==> src/rtl/i2c_status_pkg.sv <==
// Constants, register map and state types of the two-wire status and data register block.
// Assumes a 32-bit APB slave port on core_clk and bus pins sampled from outside that domain.
package i2c_status_pkg;

	// Register byte offsets.
	localparam logic [7:0] OFF_CTRL     = 8'h00;
	localparam logic [7:0] OFF_STATUS   = 8'h18;
	localparam logic [7:0] OFF_CLEAR    = 8'h1C;
	localparam logic [7:0] OFF_CRC      = 8'h20;
	localparam logic [7:0] OFF_RXDATA   = 8'h24;
	localparam logic [7:0] OFF_TXDATA   = 8'h28;
	localparam logic [7:0] OFF_IRQ_ST   = 8'h30;
	localparam logic [7:0] OFF_IRQ_MASK = 8'h34;
	localparam logic [7:0] OFF_ADDRMASK = 8'h90;

	// Flag positions in status_flags, irq status and irq mask.
	localparam int F_TXE   = 0;
	localparam int F_TXREQ = 1;
	localparam int F_RXF   = 2;
	localparam int F_ADDR  = 3;
	localparam int F_NACK  = 4;
	localparam int F_STOP  = 5;
	localparam int F_XFER  = 6;
	localparam int F_RLD   = 7;
	localparam int F_BUS_ERR  = 8;
	localparam int F_ARB   = 9;
	localparam int F_OVR   = 10;
	localparam int F_CRCE  = 11;
	localparam int F_TMO   = 12;
	localparam int F_ALERT = 13;

	// Control and address-mask register field positions.
	localparam int C_START = 8;
	localparam int C_STOP  = 9;
	localparam int C_OWNEN = 10;
	localparam int C_BCNT  = 16;
	localparam int C_OWN   = 25;
	localparam int M_POS   = 9;

	// Reset values, flag groups and checksum polynomial.
	localparam logic [13:0] FLAGS_RST = 14'h0001;
	localparam logic [13:0] CLR_MASK  = 14'h3F38;
	localparam logic [7:0]  CRC_POLY  = 8'h07;

	typedef enum logic [1:0] {
		ST_IDLE = 2'b00,
		ST_ADDR = 2'b01,
		ST_RX   = 2'b10,
		ST_TX   = 2'b11
	} link_st_t;

	typedef struct packed {
		logic        unit_en;
		logic        master;
		logic        reload;
		logic        auto_stop;
		logic        pec_en;
		logic        tx_irq_en;
		logic        tx_dma_en;
		logic        stretch_dis;
		logic        own_en;
		logic [7:0]  byte_count;
		logic [6:0]  own_addr;
		logic [6:0]  addr_mask;
		logic [13:0] flags;
		logic [13:0] irq_st;
		logic [13:0] irq_mask;
		logic        busy;
		logic        tr;
		logic [6:0]  match_addr;
		logic [7:0]  crc;
		logic [7:0]  rx_data;
		logic [7:0]  tx_data;
		logic [7:0]  tx_sh;
		logic [7:0]  sh;
		logic [7:0]  byte_cnt;
		link_st_t    st;
		logic [3:0]  bit_cnt;
		logic        ack_pend;
		logic [2:0]  scl_sy;
		logic [2:0]  sda_sy;
		logic        sda_o;
		logic        sda_oe;
		logic        irq;
		logic        tx_irq_req;
		logic        tx_dma_req;
		logic        pready;
		logic        pslverr;
		logic [31:0] prdata;
	} state_t;

endpackage : i2c_status_pkg

==> src/rtl/i2c_status_data_regs.sv <==
// Status flags, flag clear, checksum, data and address-mask registers of a two-wire bus unit,
// with a small slave byte engine that produces the events behind the flags.
// Assumes an APB master on core_clk and bus pins that arrive asynchronously.
// The slave engine never stretches the clock; software must keep the transmit register filled.
//
// Our own choice: the APB register port.
module i2c_status_data_regs
	import i2c_status_pkg::*;
(
	input  wire logic        core_clk,     // Block clock, 50 MHz.
	input  wire logic        rst_n,        // Asynchronous reset, active low.
	input  wire logic        psel,         // APB select.
	input  wire logic        penable,      // APB access phase.
	input  wire logic        pwrite,       // APB write when high.
	input  wire logic [11:0] paddr,        // APB byte address.
	input  wire logic [31:0] pwdata,       // APB write data.
	output logic      [31:0] prdata,       // APB read data.
	output logic             pready,       // APB ready.
	output logic             pslverr,      // APB error on unmapped address.
	input  wire logic        scl_in,       // Bus clock line level.
	input  wire logic        sda_in,       // Bus data line level.
	output logic             sda_out,      // Data line drive value, always low.
	output logic             sda_oe,       // High while the data line is pulled low.
	input  wire logic        alert_evt,    // Alert event pulse from sibling logic.
	input  wire logic        timeout_evt,  // Timeout event pulse.
	input  wire logic        arb_lost_evt, // Arbitration lost pulse.
	input  wire logic        crc_err_evt,  // Checksum mismatch pulse.
	output logic             irq,          // Level interrupt.
	output logic             tx_irq_req,   // Transmit interrupt request.
	output logic             tx_dma_req    // Transmit DMA request.
);

	// Registered state and the next value built for it. Keeping every flop in one struct means the
	// reset branch and the register update cannot drift apart as fields are added.
	state_t      s;
	state_t      n;
	// Events of the current cycle; they are merged into the flags after every clear has been applied.
	logic [13:0] ev;
	logic        acc;
	logic        wr;
	logic        rd;
	logic        hit;
	logic [31:0] rdv;
	logic        scl_rise;
	logic        scl_fall;
	logic        start_c;
	logic        stop_c;
	logic        moved;
	logic [7:0]  b;
	logic [7:0]  cnt_inc;

	// One step of the checksum over a whole byte, polynomial x^8+x^2+x+1.
	function automatic logic [7:0] crc8(input logic [7:0] c, input logic [7:0] d);
		logic [7:0] r;
		r = c ^ d;
		for (int i = 0; i < 8; i++) begin
			r = r[7] ? ({r[6:0], 1'b0} ^ CRC_POLY) : {r[6:0], 1'b0};
		end
		return r;
	endfunction : crc8

	// Own-address compare where a zero mask bit makes the bit a don't-care.
	function automatic logic addr_hit(input logic [6:0] a, input logic [6:0] own, input logic [6:0] m);
		return ((a ^ own) & m) == 7'h00;
	endfunction : addr_hit

	// A start or stop is misplaced once a byte has passed its first bit. Every stop and repeated start
	// is preceded by a clock rise that the engine counts as a first bit, so one counted bit is still
	// a legal frame boundary and must not be reported as a bus error.
	function automatic logic mid_byte(input link_st_t st, input logic [3:0] cnt);
		return (st != ST_IDLE) && (cnt > 4'h1);
	endfunction : mid_byte

	// Read multiplexer and address decode, sampled during the setup phase.
	// Unused offsets and anything above the low page decode as a miss, which the bus port answers
	// with an error and zero data rather than an alias of another register.
	always_comb begin
		hit = 1'b1;
		rdv = 32'h0000_0000;
		if (paddr[11:8] != 4'h0) begin
			hit = 1'b0;
		end else begin
			unique case (paddr[7:0])
				OFF_CTRL: begin
					rdv = {s.own_addr, 1'b0, s.byte_count, 5'h00, s.own_en, 2'b00, s.stretch_dis, s.tx_dma_en,
						s.tx_irq_en, s.pec_en, s.auto_stop, s.reload, s.master, s.unit_en};
				end
				OFF_STATUS: begin
					rdv = {8'h00, s.match_addr, s.tr, s.busy, 1'b0, s.flags};
				end
				OFF_CLEAR: begin
					rdv = 32'h0000_0000;
				end
				OFF_CRC: begin
					rdv = {24'h000000, s.crc};
				end
				OFF_RXDATA: begin
					rdv = {24'h000000, s.rx_data};
				end
				OFF_TXDATA: begin
					rdv = {24'h000000, s.tx_data};
				end
				OFF_IRQ_ST: begin
					rdv = {18'h00000, s.irq_st};
				end
				OFF_IRQ_MASK: begin
					rdv = {18'h00000, s.irq_mask};
				end
				OFF_ADDRMASK: begin
					rdv = {16'h0000, s.addr_mask, 9'h000};
				end
				default: begin
					hit = 1'b0;
				end
			endcase
		end
	end

	// Next-state logic: bus slave first, then the link engine, so hardware sets win over clears.
	always_comb begin
		n = s;
		ev = 14'h0000;
		moved = 1'b0;
		b = {s.sh[6:0], s.sda_sy[1]};
		cnt_inc = s.byte_cnt + 8'h01;

		// Two-flop synchronisers; bit 2 keeps the previous synchronised level for edge finding.
		// Only the second and third stages are read by logic, so the first has a full clock period to settle.
		n.scl_sy = {s.scl_sy[1:0], scl_in};
		n.sda_sy = {s.sda_sy[1:0], sda_in};
		scl_rise = s.scl_sy[1] & ~s.scl_sy[2];
		scl_fall = ~s.scl_sy[1] & s.scl_sy[2];
		start_c = s.scl_sy[1] & s.scl_sy[2] & s.sda_sy[2] & ~s.sda_sy[1];
		stop_c = s.scl_sy[1] & s.scl_sy[2] & ~s.sda_sy[2] & s.sda_sy[1];

		// Zero-wait APB: ready and data are registered in the setup cycle.
		// Read data is frozen at the setup edge, so a flag that sets during the access phase is not
		// lost: it stays set and shows on the next read instead.
		acc = psel & penable & s.pready;
		wr = acc & pwrite;
		rd = acc & ~pwrite;
		n.pready = psel & ~penable;
		n.pslverr = psel & ~penable & ~hit;
		n.prdata = (psel & ~penable & ~pwrite) ? rdv : 32'h0000_0000;

		// Read side effects clear only what the reader was actually shown.
		if (rd && paddr[7:0] == OFF_RXDATA && hit) begin
			n.flags[F_RXF] = 1'b0;
		end
		if (rd && paddr[7:0] == OFF_IRQ_ST && hit) begin
			n.irq_st = s.irq_st & ~s.prdata[13:0];
		end

		// Register writes; word accesses are assumed, byte lanes are not decoded.
		// A narrow write from software would therefore still touch every field of the word.
		if (wr && hit) begin
			unique case (paddr[7:0])
				OFF_CTRL: begin
					n.unit_en = pwdata[0];
					n.master = pwdata[1];
					n.reload = pwdata[2];
					n.auto_stop = pwdata[3];
					n.pec_en = pwdata[4];
					n.tx_irq_en = pwdata[5];
					n.tx_dma_en = pwdata[6];
					n.stretch_dis = pwdata[7];
					n.own_en = pwdata[C_OWNEN];
					n.byte_count = pwdata[C_BCNT +: 8];
					n.own_addr = pwdata[C_OWN +: 7];
					if (pwdata[C_START] || pwdata[C_STOP]) begin
						n.flags[F_XFER] = 1'b0;
					end
					if (pwdata[C_BCNT +: 8] != 8'h00) begin
						n.flags[F_RLD] = 1'b0;
						n.byte_cnt = 8'h00;
					end
				end
				OFF_STATUS: begin
					if (pwdata[F_TXE]) begin
						n.flags[F_TXE] = 1'b1;
					end
					if (pwdata[F_TXREQ] && s.stretch_dis) begin
						n.flags[F_TXREQ] = 1'b1;
					end
				end
				OFF_CLEAR: begin
					n.flags = n.flags & ~(pwdata[13:0] & CLR_MASK);
				end
				OFF_TXDATA: begin
					n.tx_data = pwdata[7:0];
					n.flags[F_TXE] = 1'b0;
					n.flags[F_TXREQ] = 1'b0;
				end
				OFF_IRQ_MASK: begin
					n.irq_mask = pwdata[13:0];
				end
				OFF_ADDRMASK: begin
					n.addr_mask = pwdata[M_POS +: 7];
				end
				default: begin
					n.irq_mask = n.irq_mask;
				end
			endcase
		end

		if (!s.unit_en) begin
			// A disabled unit drops its error and event flags, checksum and link state.
			// The bus is ignored entirely here, so a frame that is cut by disabling ends without a stop
			// and the next frame is only recognised from its start condition.
			n.flags = n.flags & ~CLR_MASK;
			n.crc = 8'h00;
			n.st = ST_IDLE;
			n.bit_cnt = 4'h0;
			n.ack_pend = 1'b0;
			n.busy = 1'b0;
			n.sda_oe = 1'b0;
			n.byte_cnt = 8'h00;
		end else begin
			ev[F_ALERT] = alert_evt;
			ev[F_TMO] = timeout_evt;
			ev[F_ARB] = arb_lost_evt;
			ev[F_CRCE] = crc_err_evt;
			if (start_c) begin
				// A start in the middle of a byte is a misplaced condition.
				ev[F_BUS_ERR] = mid_byte(s.st, s.bit_cnt);
				n.st = ST_ADDR;
				n.bit_cnt = 4'h0;
				n.busy = 1'b1;
				n.sda_oe = 1'b0;
				n.ack_pend = 1'b0;
			end else if (stop_c) begin
				ev[F_STOP] = 1'b1;
				ev[F_BUS_ERR] = mid_byte(s.st, s.bit_cnt);
				n.st = ST_IDLE;
				n.busy = 1'b0;
				n.sda_oe = 1'b0;
			end else if (scl_rise && s.st != ST_IDLE) begin
				// Data is taken on the rising clock, where the far side must hold it stable; the
				// transmit shifter advances here so that the next bit is ready for the fall.
				if (s.bit_cnt < 4'h8) begin
					n.sh = b;
					n.tx_sh = {s.tx_sh[6:0], 1'b1};
					n.bit_cnt = s.bit_cnt + 4'h1;
					if (s.bit_cnt == 4'h7) begin
						unique case (s.st)
							// The address byte is only acknowledged when it matches; otherwise the
							// engine leaves the frame and ignores the clock until the next start; a stop is still flagged.
							ST_ADDR: begin
								if (s.own_en && addr_hit(b[7:1], s.own_addr, s.addr_mask)) begin
									ev[F_ADDR] = 1'b1;
									n.match_addr = b[7:1];
									n.tr = b[0];
									n.ack_pend = 1'b1;
								end else begin
									n.st = ST_IDLE;
								end
							end
							ST_RX: begin
								// A byte arriving over an unread one is kept out and flagged.
								if (s.flags[F_RXF]) begin
									ev[F_OVR] = 1'b1;
								end else begin
									n.rx_data = b;
									ev[F_RXF] = 1'b1;
								end
								n.ack_pend = 1'b1;
								moved = 1'b1;
							end
							default: begin
								n.ack_pend = 1'b0;
								moved = 1'b1;
							end
						endcase
					end
				end else if (s.bit_cnt == 4'h8) begin
					// The acknowledge bit: a high line while sending is a refusal.
					// After a refusal the engine drops out of the frame and waits for the next start.
					if (s.st == ST_TX && s.sda_sy[1]) begin
						ev[F_NACK] = 1'b1;
						n.st = ST_IDLE;
						n.sda_oe = 1'b0;
					end
					n.bit_cnt = 4'h9;
				end
			end else if (scl_fall && s.st != ST_IDLE) begin
				// The fall after the acknowledge opens the next byte: the direction taken from the
				// address byte decides whether the shifter is loaded for sending.
				if (s.bit_cnt == 4'h9) begin
					n.bit_cnt = 4'h0;
					n.ack_pend = 1'b0;
					n.sda_oe = 1'b0;
					if (s.st == ST_ADDR) begin
						n.st = s.tr ? ST_TX : ST_RX;
					end
					if (n.st == ST_TX) begin
						// No stretching here: an empty transmit register is an underrun.
						ev[F_OVR] = s.flags[F_TXE];
						n.tx_sh = s.tx_data;
						n.sda_oe = ~s.tx_data[7];
						ev[F_TXE] = 1'b1;
						ev[F_TXREQ] = 1'b1;
					end
				end else if (s.bit_cnt == 4'h8) begin
					n.sda_oe = s.ack_pend;
				end else if (s.st == ST_TX) begin
					n.sda_oe = ~s.tx_sh[7];
				end
			end
			// A whole data byte has passed: fold it into the checksum and advance the byte counter. The
			// counter wraps at the programmed count, so a reload sequence runs without software
			// rewinding it, and a count of zero never completes.
			if (moved) begin
				if (s.pec_en) begin
					n.crc = crc8(s.crc, b);
				end
				n.byte_cnt = cnt_inc;
				if (s.byte_count != 8'h00 && cnt_inc == s.byte_count) begin
					n.byte_cnt = 8'h00;
					if (s.reload) begin
						ev[F_RLD] = 1'b1;
					end else if (s.master && !s.auto_stop) begin
						ev[F_XFER] = 1'b1;
					end
				end
			end
		end

		// Sticky flags and interrupt status; sets are applied last and win.
		// An event that lands in the same cycle as a software clear is therefore never lost, at the
		// price of the clear appearing to have no effect for that one event.
		n.flags = n.flags | ev;
		n.irq_st = n.irq_st | ev;
		n.irq = |(n.irq_st & n.irq_mask);
		n.tx_irq_req = n.flags[F_TXREQ] & n.tx_irq_en;
		n.tx_dma_req = n.flags[F_TXREQ] & n.tx_dma_en;
		n.sda_o = 1'b0;
	end

	// State register; the transmit register starts empty.
	// The bus synchronisers reset to the idle high level so no false edge appears at release.
	always_ff @(posedge core_clk or negedge rst_n) begin
		if (!rst_n) begin
			s <= '0;
			s.flags <= FLAGS_RST;
			s.scl_sy <= 3'h7;
			s.sda_sy <= 3'h7;
		end else begin
			s <= n;
		end
	end

	// Outputs come straight from the state flops.
	// No output is decoded combinationally, so the bus port and the link see glitch-free levels.
	assign prdata = s.prdata;
	assign pready = s.pready;
	assign pslverr = s.pslverr;
	assign sda_out = s.sda_o;
	assign sda_oe = s.sda_oe;
	assign irq = s.irq;
	assign tx_irq_req = s.tx_irq_req;
	assign tx_dma_req = s.tx_dma_req;

endmodule : i2c_status_data_regs

==> config.mk <==
export PLATFORM = sky130hd
export DESIGN_NAME = i2c_status_data_regs
export DESIGN_NICKNAME = d
export VERILOG_FILES = /design/src/rtl/i2c_status_pkg.sv /design/src/rtl/i2c_status_data_regs.sv
export SDC_FILE = /design/constraint.sdc
export NUM_CORES = 1
export LEC_CHECK = 0
export CORE_MARGIN = 10
export CORE_UTILIZATION = 56
export CTS_CLUSTER_DIAMETER = 150
export DETAILED_ROUTE_END_ITERATION = 6
export DONT_BUFFER_PORTS = 1
export GPL_TIMING_DRIVEN = 0
export MAX_ROUTING_LAYER = met4
export PLACE_DENSITY = 0.71
export SETUP_SLACK_MARGIN = 0.02
export SYNTH_ARGS = -nofsm -noshare
export SYNTH_HDL_FRONTEND = slang
export SYNTH_SLANG_ARGS = --single-unit
==> constraint.sdc <==
create_clock -name core_clk -period 3.71 [get_ports core_clk]
set_clock_uncertainty 0.05 [all_clocks]
set_input_delay 0 -clock core_clk [delete_from_list [all_inputs] [get_ports core_clk]]
set_output_delay 0 -clock core_clk [all_outputs]
set_load 0.1 [all_outputs]
Yosys cells after proc, flatten, opt, wreduce, memory -nomap -nowiden
Cells that the tools add are included.

$lt $le $gt $ge: 2. Multiplexer cells: 124. Equality and inequality tests: 41. Add/subtract/negate cells: 2. Bitwise gates (word level): 46. Reductions and logical operators: 39.

Operator list (count): 32-bit one-hot mux with 8 select lines (1); 8-bit 2-to-1 mux (12); 14-bit 2-to-1 mux (5); 32-bit 2-to-1 mux (2); 1-bit 2-to-1 mux (56); 14-bit AND (3); 8-bit by 6-bit equality test with 1-bit output (second input constant) (5); 2-bit 2-to-1 mux (20); 40-bit 2-to-1 mux (1); 7-bit 2-to-1 mux (5); 14-bit NOT (2); 14-bit bitwise OR (2); 3-bit 2-to-1 mux (9); 6-bit 2-to-1 mux (4); 3-bit NOT (8); 19-bit 2-to-1 mux (1); 1-bit AND (16); 8-bit by 5-bit equality test with 1-bit output (second input constant) (2); 16-bit 2-to-1 mux (1); 8-bit AND reduction (2); 8-bit nonzero test (2); 15-bit 2-to-1 mux (1); 7-bit AND reduction (2); 14-bit OR reduction (1); other kinds (46) (91).

Bits of input ports: 55. Register bits: 181. Logic and storage cells: 290. Output and inout bits: 39.

Depth between registers and ports, before layout
Gate-level depths: netlist (run 1).

Word-level depth: 20. Gate-level depth with buffers: 10. Depth with buffers taken out: 9.

Worst setup path before layout (run 1)
Ideal clock, no wire load.

Path type: flip-flop to flip-flop. From: register s (netlist bit pready). To: register s (netlist bit irq). Setup time: 137 ps. Path slack: 1113 ps. Required time: 3523 ps. Arrival: 2410 ps. Cell stages (with the launch flop): 8. Clock period less this slack: 2597 ps. Path buffers: 0. Cells stage by stage: dfrtp_1 and4_1 nand4_1 mux2_2 a21boi_0 a221o_1 and4b_1 nand4b_1.

RTL lines: start: declaration (RTL line i2c_status_data_regs.sv:35) `state_t s;`; start signal: assignment (RTL line i2c_status_data_regs.sv:348) `s <= n;`.

Final worst setup path (run 1)
From: register s (netlist bit pready). To: register s[179] (netlist bit).

Cells in the longest elaborated chain, start to end: 4.

RTL lines: 1-bit AND (RTL line i2c_status_data_regs.sv:139) `acc = psel & penable & s.pready;`; 1-bit AND (RTL line i2c_status_data_regs.sv:140) `wr = acc & pwrite;`; 1-bit logical AND (RTL line i2c_status_data_regs.sv:156) `if (wr && hit) begin`; 2-bit AND reduction (no source line).

No other way between the ends. A chain may end at the register's enable or synchronous reset.

==> flow_metrics.env, run 1 <==
export IMPL_path_max_fanout=10
export IMPL_final_core_util_pct=67.78
export IMPL_place_inst=1076
export IMPL_place_congestion=0.9458
export IMPL_critPathCaptureType="flip-flop"
export IMPL_initial_utilization_pct=57.57
export IMPL_fin_cells=1179
export IMPL_switchingPower_mw=1.363
export IMPL_clockBufferDepth=2
export IMPL_maxClockFrequency_mhz=291.9
export IMPL_firstDrtPassIters=5
export IMPL_grt_max_degree=180
export IMPL_die_h_um=145.7
export IMPL_cts_sinks=179
export IMPL_synth_seq_cells=179
export IMPL_grt_use_met3_pct=6.892
export IMPL_clkPwrFrac_pct=37.8
export IMPL_cp_arrival_ns=3.74
export IMPL_drt_iter0_markers=951
export IMPL_ir_drop_mv=0.3514
export IMPL_yosys_warnings=0
export IMPL_vias=7369
export IMPL_violations="negative hold slack"
export IMPL_met2_usage_pct=37.99
export IMPL_synth_edf_count=0
export IMPL_intPower_mw=3.402
export IMPL_place_hpwl_um=17950
export IMPL_async_flop_share_pct=100.0
export IMPL_synth_top_cell_area_share_pct=48.64
export IMPL_overflow=0
export IMPL_coreArea_um2=15370
export IMPL_cts_root_buf="clkbuf_16"
export IMPL_maxCapViolCount=0
export IMPL_die_area_um2=21230
export IMPL_met1_usage_pct=31.91
export IMPL_wl_per_cell_um=22.36
export IMPL_pre_cts_slack_ns=0.5976
export IMPL_period_minus_slack_ns=3.426
export IMPL_syn_avg_cell_area_um2=10.24
export IMPL_synth_area_top_cells="dfrtp_1, mux2_2, nand2_1, buf_4, a22oi_1"
export IMPL_fillers=1164
export IMPL_synth_common_cells="dfrtp_1, nand2_1, mux2_2"
export IMPL_multi_input_area_um2=3859
export IMPL_ys_seq_area_share_pct=50.71
export IMPL_required_ns=4.03
export IMPL_fin_ws_ns=0.2841
export IMPL_rows=45
export IMPL_via_per_inst=6.250
export IMPL_final_area_um2=10420
export IMPL_status="finished with violations"
export IMPL_ios=94
export IMPL_synthMostInstantiatedCell="dfrtp_1"
export IMPL_final_hold_violation_count=179
export IMPL_switching_share_pct=28.60
export IMPL_p_per_area_nw_per_um2=457.3
export IMPL_post_route_drc_count=0
export IMPL_areaGrowthSynthToFinish_pct=17.73
export IMPL_synth_cells=864
export IMPL_synth_cell_types=74
export IMPL_dpl_cell_area_um2=9117
export IMPL_hold_ws_ns=-0.7862
export IMPL_final_seq_area_um2=4489
export IMPL_synth_main_ff_cell="dfrtp_1"
export IMPL_worstMarginPinSlew_ns=1.343
export IMPL_wl_um=26360
export IMPL_postRouteAntennaNets=0
export IMPL_path_clk_slew_ns=0.06
export IMPL_grt_pass1_vias=7269
export IMPL_cts_buffers_inserted=17
export IMPL_clk_insertion_delay_late_ns=0.43
export IMPL_port_buffers=0
export IMPL_die_x_um=145.7
export IMPL_p_leak_nw=4.680
export IMPL_pwr_share_comb_pct=16.7
export IMPL_antenna_found_initial=1
export IMPL_crit_path_start_kind="flip-flop"
export IMPL_drive_gt1_share_pct=16.44
export IMPL_slew_headroom_pct=9.808
export IMPL_min_path_type="in -> async"
export IMPL_grt_pass1_wl_um=40920
export IMPL_rsz0062_at_grt="no"
export IMPL_drv_slew=0
export IMPL_nNetsFinal=1018
export IMPL_grtUsageTotal_pct=24.86
export IMPL_htree_levels=4
export IMPL_seq_power_share_pct=45.5
export IMPL_synth_top_cell_by_area="dfrtp_1"
export IMPL_crit_type="reg -> reg"
export IMPL_top_usage_layer="met2"
export IMPL_cts_setup_buffers=0
export IMPL_fin_crit_sh_pct=92.34
export IMPL_setup_viol_count_final=0
export IMPL_setup_tns_ns=0
export IMPL_syn_area_um2=8850
export IMPL_cts_tree="done"
==> sequential cells by signal, summed over array words and instances (netlist names), 3 cells and up <==
register  cells
b             8
prdata       31
n             3
s           131
==> layer usage <==
metal / routed length (µm) / vias to the layer above
met2: 12470 / 399
met5: 0 / -
li1: - / 3229
met4: 569 / 0
met3: 2348 / 53
met1: 10970 / 3688
==> area by class of cell <==
class / count / share of cell area, %
inverter: 19 / 0.6845
timing repair buffer: 70 / 6.725
multi-input combinational: 592 / 37.04
clock inverter: 13 / 1.297
antenna: 1 / 0.02402
buffer: 75 / 4.263
tap: 211 / 2.534
clock buffer: 19 / 4.347
sequential: 179 / 43.09
==> worst paths after layout <==
check                      startpoint    endpoint  slack (ns)  cells past startpoint
max                            pready      s[179]        0.28                      7
min                             rst_n  prdata[30]       -0.79                      0
max reg2reg                    pready      s[179]        0.28                      7
min reg2reg                     n[40]        b[0]        0.31                      0
max in group asynchronous       rst_n       s[44]        4.09                      0
min in group core_clk        paddr[8]  prdata[26]        0.01                      3
==> stage by stage <==
stage	power [mW]	hold WS, ns
final	4.765	-0.7862
after detailed placement	2.922	-0.3367
after global routing	4.940	-0.8090
after CTS	4.758	-0.7935
after global placement	2.888	-0.3385
after floorplan	2.741	-0.3456
==> timing repair <==
action / CTS / global route
resized for setup: 0 / 2
hold buffers: 67 / 3
hold endpoints to repair: 286 / 187
setup endpoints to repair: 0 / 3
==> cell families (layout without fill, tap and decap cells) <==
family                     Yosys count  count (layout)  share of synthesized area [%]
AOI/OAI and AO/OA                  187             187                          14.25
xor gates and xnor gates            33              33                          3.436
adders and majority gates            9               9                          1.272
buffers and inverters               94             196                          5.825
DFF                                179             179                          50.71
muxes                               57              57                          7.196
other                                1               3                        0.04237
and+or+nand+nor                    304             304                          17.26
==> placed cells by master, fill, tap and decap left out, types with 8 or more instances in the layout <==
| master | count |
|---|---|
| and3_1 | 16 |
| a22oi_1 | 31 |
| buf_4 | 33 |
| or3_1 | 8 |
| clkbuf_1 | 29 |
| inv_1 | 18 |
| dfrtp_1 | 171 |
| nor3_1 | 9 |
| nor2_1 | 51 |
| a21oi_1 | 39 |
| xor2_1 | 12 |
| o21ai_0 | 44 |
| a31oi_1 | 9 |
| dlygate4sd3_1 | 70 |
| xnor2_1 | 20 |
| ha_1 | 9 |
| nand2_1 | 139 |
| a222oi_1 | 14 |
| nand3_1 | 12 |
| mux2_2 | 53 |
| clkbuf_16 | 17 |
==> worst max-delay path: stages (launching register included) <==
cell	delay [ns]
dfrtp_2	0.71
and3_1	0.26
nand3_1	0.23
nor3_2	0.71
nand2_1	0.12
dlygate4sd3_1	0.60
o21ai_0	0.09
dlygate4sd3_1	0.58
==> power by group through the flow <==
stage                     Combinational (mW)  Clock (mW)  Sequential, mW
after floorplan                        0.573           0            2.17
after global placement                 0.691           0            2.20
after detailed placement               0.720           0            2.20
after CTS                              0.782        1.81            2.17
after global routing                   0.868        1.89            2.18
final                                  0.796        1.80            2.17
(Power assumes the default switching activity.)
==> run 2: changes to the inputs <==
- CORE_ASPECT_RATIO: unset -> 0.9
==> run 2 against run 1 <==
  * Global-route usage down 0.52 points
  * Power up 0.41%
  * Via count down 2.3%
  * Sequential share of layout area up 0.10 points
  * Sequential power about the same
  * The flow still finishes with violations (negative hold slack)
==> flow_metrics.env, run 2 (synthesized netlist as in run 1, its figures left out) <==
export IMPL_period_minus_slack_ns=3.481
export IMPL_cpMostUsedCell="dlygate4sd3_1"
export IMPL_hold_buffers=67
export IMPL_top_register="s"
export IMPL_multi_input_area_um2=3859
export IMPL_rr_worst_depth=7
export IMPL_clk_insertion_delay_late_ns=0.44
export IMPL_die_area_um2=21240
export IMPL_cts_buffers_inserted=17
export IMPL_critical_path_top_delay_family="simple AND/OR/NAND/NOR gates"
export IMPL_nNetsFinal=1015
export IMPL_coreArea_um2=15440
export IMPL_critPathCaptureType="flip-flop"
export IMPL_die_h_um=139.3
export IMPL_ir_drop_mv=0.3876
export IMPL_cp_arrival_ns=3.81
export IMPL_reg2reg_to="s[179]"
export IMPL_overflow=0
export IMPL_place_hpwl_um=17900
export IMPL_clockBufferDepth=2
export IMPL_pre_cts_slack_ns=0.4833
export IMPL_fillers=1193
export IMPL_antenna_found_initial=1
export IMPL_wl_um=25340
export IMPL_drt_iter0_markers=564
export IMPL_cts_sinks=179
export IMPL_setup_viol_count_final=0
export IMPL_initial_utilization_pct=57.31
export IMPL_fin_ws_ns=0.2287
export IMPL_cts_tree="done"
export IMPL_switching_share_pct=28.45
export IMPL_crit_type="reg -> reg"
export IMPL_rrSetupSlack_ns=0.23
export IMPL_path_max_fanout=10
export IMPL_cts_setup_buffers=0
export IMPL_post_route_drc_count=0
export IMPL_p_leak_nw=4.669
export IMPL_via_per_inst=6.165
export IMPL_grt_pass1_vias=7244
export IMPL_crit_path_start_kind="flip-flop"
export IMPL_seq_power_share_pct=45.1
export IMPL_maxCapViolCount=0
export IMPL_vias=7201
export IMPL_grtUsageTotal_pct=24.33
export IMPL_worstMarginPinSlew_ns=1.085
export IMPL_min_path_type="in -> async"
export IMPL_maxClockFrequency_mhz=287.3
export IMPL_worstPathCellList="and3_1, nand3_1, nor3_2, nand2_1, dlygate4sd3_1, o21ai_0, dlygate4sd3_1"
export IMPL_r2r_start="pready"
export IMPL_clkPwrFrac_pct=38.7
export IMPL_status="finished with violations"
export IMPL_switchingPower_mw=1.361
export IMPL_cp_slowest_stage_delay_ns=0.80
export IMPL_grt_max_degree=180
export IMPL_grt_pass1_wl_um=40130
export IMPL_areaGrowthSynthToFinish_pct=17.45
export IMPL_hold_ws_ns=-0.7958
export IMPL_final_common_cell="dfrtp_1"
export IMPL_cts_root_buf="clkbuf_16"
export IMPL_drive_gt1_share_pct=16.29
export IMPL_firstDrtPassIters=7
export IMPL_path_clk_slew_ns=0.07
export IMPL_required_ns=4.03
export IMPL_final_seq_area_um2=4489
export IMPL_rsz0062_at_grt="no"
export IMPL_fin_crit_sh_pct=93.83
export IMPL_pwr_share_comb_pct=16.2
export IMPL_place_congestion=0.9464
export IMPL_largest_reg_flops=131
export IMPL_die_x_um=152.5
export IMPL_p_per_area_nw_per_um2=460.3
export IMPL_slew_headroom_pct=27.11
export IMPL_final_hold_violation_count=180
export IMPL_rows=43
export IMPL_violations="negative hold slack"
export IMPL_port_buffers=0
export IMPL_drv_slew=0
export IMPL_mostFrequentLayoutCells="dfrtp_1, nand2_1, dlygate4sd3_1, mux2_2, nor2_1"
export IMPL_cp_num_buf_inv=2
export IMPL_postRouteAntennaNets=0
export IMPL_ios=94
export IMPL_slowest_stage="nor3_2"
export IMPL_setup_tns_ns=0
export IMPL_htree_levels=4
export IMPL_wl_per_cell_um=21.69
export IMPL_intPower_mw=3.423
run 2: power by group through the flow:
stage                     clock network (mW)  registers (mW)  logic (mW)
final                                   1.85            2.16       0.775
after global routing                    1.97            2.17       0.854
after CTS                               1.87            2.16       0.766
after detailed placement                   0            2.19       0.704
after global placement                     0            2.19       0.689
after floorplan                            0            2.17       0.573
run 2: stage by stage:
step | cell area, µm² | cells | total power [mW] | utilization (%)
floorplan | 8853 | 865 | 2.741 | -
global placement | 9106 | 1067 | 2.880 | 58.97
detailed placement | 9106 | 1067 | 2.897 | 58.97
CTS | 10380 | 1166 | 4.789 | 67.22
global route | 10390 | 1167 | 4.996 | 67.30
finish | 10390 | 1168 | 4.785 | 67.31
run 2: final cells by class:
cell class / instances / area share, %
Buffer: 75 / 4.274
Clock inverter: 11 / 1.360
Timing Repair Buffer: 67 / 6.452
Inverter: 19 / 0.6862
Antenna cell: 2 / 0.04815
Sequential cell: 179 / 43.19
Multi-Input combinational cell: 592 / 37.13
Clock buffer: 21 / 4.430
Tap cell: 202 / 2.432
run 2: worst reg2reg max path, stage by stage (launching register included):
cell	delay, ns
dfrtp_2	0.70
and3_1	0.26
nand3_1	0.23
nor3_2	0.80
nand2_1	0.14
dlygate4sd3_1	0.60
o21ai_0	0.07
dlygate4sd3_1	0.57
run 2: what timing repair did:
action,CTS,global route
setup endpoints to repair,0,6
resized for setup,0,2
endpoints found under the hold margin,289,179
run 2: per-layer routing:
metal / track usage (%) / vias to the layer above / wire length (µm)
met5: - / - / 0
met4: 8.826 / 0 / 578
met3: 7.147 / 59 / 2155
met2: 36.74 / 323 / 11740
met1: 30.64 / 3584 / 10870
li1: - / 3235 / -
run 2: worst max-delay path by stage:
stage            from      to  slack [ns]  depth (start not counted)
6_report       pready  s[179]        0.23                          7
5_1_grt        pready  s[179]        0.14                          7
4_1_cts        pready  s[179]        0.08                          7
3_5_place_dp   pready     irq        0.48                          7
3_3_place_gp   pready  s[181]        0.53                          5
2_1_floorplan  pready     irq        1.11                          7
==> run 3: changes to the inputs <==
- CORE_MARGIN: 10 -> unset
- CORE_UTILIZATION: 56 -> 60
- GPL_TIMING_DRIVEN: 0 -> unset
- PLACE_DENSITY: 0.71 -> 0.76
==> run 3 against run 2 <==
  * Combinational power decreased by 10%
  * Design area decreased by 2.4%
  * Hold slack improved by 0.0032 ns
  * Wire length decreased by 5.2%
  * The run still ends with negative hold slack left
  * Critical path type unchanged
  * Count of clock-buffer cells in the layout increased by 2
  * Global-route usage increased by 10 points
  * Flip-flop and latch count unchanged
  * Die area decreased by 28%
  * Power decreased by 4.4%
  * Utilization increased by 4.1 points
  * Setup slack improved by 0.31 ns
  * Sequential share of layout area increased by 1.1 points
  * Highest routed layer unchanged
==> flow_metrics.env, run 3 (synthesized netlist as in run 1, its figures left out) <==
export IMPL_coreArea_um2=14210
export IMPL_path_clk_slew_ns=0.07
export IMPL_multi_input_area_um2=3856
export IMPL_cts_sinks=179
export IMPL_grt_pass1_vias=7210
export IMPL_status="finished with violations"
export IMPL_dpl_cell_area_um2=8800
export IMPL_violations="negative hold slack"
export IMPL_hold_buffers=81
export IMPL_cp_arrival_ns=3.49
export IMPL_cp_num_buf_inv=4
export IMPL_path_max_fanout=28
export IMPL_reg2reg_to="s[179]"
export IMPL_seq_power_share_pct=48.5
export IMPL_crit_path_start_kind="flip-flop"
export IMPL_place_hpwl_um=15550
export IMPL_cts_setup_buffers=0
export IMPL_grt_max_degree=180
export IMPL_maxCapViolCount=0
export IMPL_firstDrtPassIters=6
export IMPL_ios=94
export IMPL_die_h_um=117.2
export IMPL_wl_um=24030
export IMPL_largest_reg_flops=131
export IMPL_drive_gt1_share_pct=13.46
export IMPL_post_route_drc_count=0
export IMPL_postRouteAntennaNets=0
export IMPL_switching_share_pct=28.14
export IMPL_rrSetupSlack_ns=0.54
export IMPL_clockBufferDepth=2
export IMPL_switchingPower_mw=1.288
export IMPL_nNetsFinal=973
export IMPL_p_per_area_nw_per_um2=451.2
export IMPL_min_path_type="in -> async"
export IMPL_slowest_stage="dlygate4sd3_1"
export IMPL_intPower_mw=3.288
export IMPL_port_buffers=0
export IMPL_required_ns=4.03
export IMPL_mostFrequentLayoutCells="dfrtp_1, nand2_1, dlygate4sd3_1, mux2_2, nor2_1"
export IMPL_ir_drop_mv=0.3532
export IMPL_drt_iter0_markers=836
export IMPL_wl_per_cell_um=21.55
export IMPL_p_leak_nw=4.480
export IMPL_slew_headroom_pct=18.29
export IMPL_clk_insertion_delay_late_ns=0.44
export IMPL_top_register="s"
export IMPL_rsz0062_at_grt="no"
export IMPL_areaGrowthSynthToFinish_pct=14.59
export IMPL_clkPwrFrac_pct=36.3
export IMPL_antenna_found_initial=1
export IMPL_htree_levels=4
export IMPL_final_area_um2=10140
export IMPL_final_seq_area_um2=4488
export IMPL_fin_crit_sh_pct=85.46
export IMPL_rows=41
export IMPL_final_common_cell="dfrtp_1"
export IMPL_wl_met1_um=9672
export IMPL_worstPathCellList="buf_4, and3_1, nand3_1, nor3_4, buf_4, nand2_1, dlygate4sd3_1, o21ai_0, dlygate4sd3_1"
export IMPL_r2r_start="pready"
export IMPL_pwr_share_comb_pct=15.2
export IMPL_hold_ws_ns=-0.7926
export IMPL_wl_met2_um=11250
export IMPL_crit_type="reg -> reg"
export IMPL_cts_buffers_inserted=17
export IMPL_place_congestion=0.9372
export IMPL_fillers=1006
export IMPL_critPathCaptureType="flip-flop"
export IMPL_final_hold_violation_count=180
export IMPL_overflow=0
export IMPL_worstMarginPinSlew_ns=1.216
export IMPL_rr_worst_depth=9
export IMPL_cts_root_buf="clkbuf_16"
export IMPL_vias=7185
export IMPL_via_per_inst=6.444
export IMPL_critical_path_top_delay_family="buffers and inverters"
export IMPL_die_area_um2=15240
export IMPL_period_minus_slack_ns=3.171
export IMPL_cts_tree="done"
export IMPL_final_core_util_pct=71.37
export IMPL_die_x_um=130.0
export IMPL_wl_met3_um=2401
export IMPL_maxClockFrequency_mhz=315.4
export IMPL_cp_slowest_stage_delay_ns=0.57
export IMPL_total_power_mw=4.576
export IMPL_initial_utilization_pct=62.28
export IMPL_ctsResizeCount=0
export IMPL_setup_viol_count_final=0
export IMPL_setup_tns_ns=0
export IMPL_grt_pass1_wl_um=38070
export IMPL_topRoutingLayerUsed="met4"
export IMPL_grtUsageTotal_pct=34.81
export IMPL_drv_slew=0
run 3: changes by cell type in the layout (fill, tap and decap cells not counted), moves of 3 or more:
cell / previous run / this run
clkbuf_1: 31 / 6
buf_4: 33 / 19
dlygate4sd3_1: 67 / 81
buf_2: 6 / 0
buf_6: 4 / 0
inv_6: 5 / 1
clkinvlp_4: 0 / 3
run 3: worst max path at each step:
stage                  end  depth (start not counted)    from  slack (ns)
floorplan              irq                          7  pready        1.11
global placement     s[89]                          7   s[50]        0.91
detailed placement     irq                          9   s[50]        0.89
CTS                 s[179]                          9  pready        0.60
global route        s[179]                          9  pready        0.41
finish              s[179]                          9  pready        0.54
run 3: per-stage QoR:
step	cells	setup WS, ns
after floorplan	865	1.113
after global placement	1002	0.9098
after detailed placement	1002	0.8872
after CTS	1114	0.5982
after global routing	1115	0.4099
final	1115	0.5393
run 3: power by group through the flow:
| stage | clock network (mW) | logic [mW] | registers [mW] |
|---|---|---|---|
| 2_1_floorplan | 0 | 0.573 | 2.17 |
| 3_3_place_gp | 0 | 0.613 | 2.25 |
| 3_5_place_dp | 0 | 0.628 | 2.25 |
| 4_1_cts | 1.67 | 0.691 | 2.22 |
| 5_1_grt | 1.75 | 0.763 | 2.23 |
| 6_report | 1.66 | 0.695 | 2.22 |
run 3: metal layers:
| metal | vias to the layer above | track usage [%] |
|---|---|---|
| li1 | 3133 | - |
| met1 | 3567 | 43.69 |
| met2 | 416 | 53.58 |
| met3 | 69 | 9.091 |
| met4 | 0 | 15.12 |
| met5 | - | - |
run 3: area by class of cell:
type | instances | share of cell area, %
repair buffers | 100 | 9.402
diodes | 1 | 0.02468
inverters | 19 | 0.7033
multi-input cells | 592 | 38.03
well taps | 193 | 2.381
flip-flops and latches | 179 | 44.26
clock buffers | 23 | 4.417
clock inverters | 8 | 0.7896
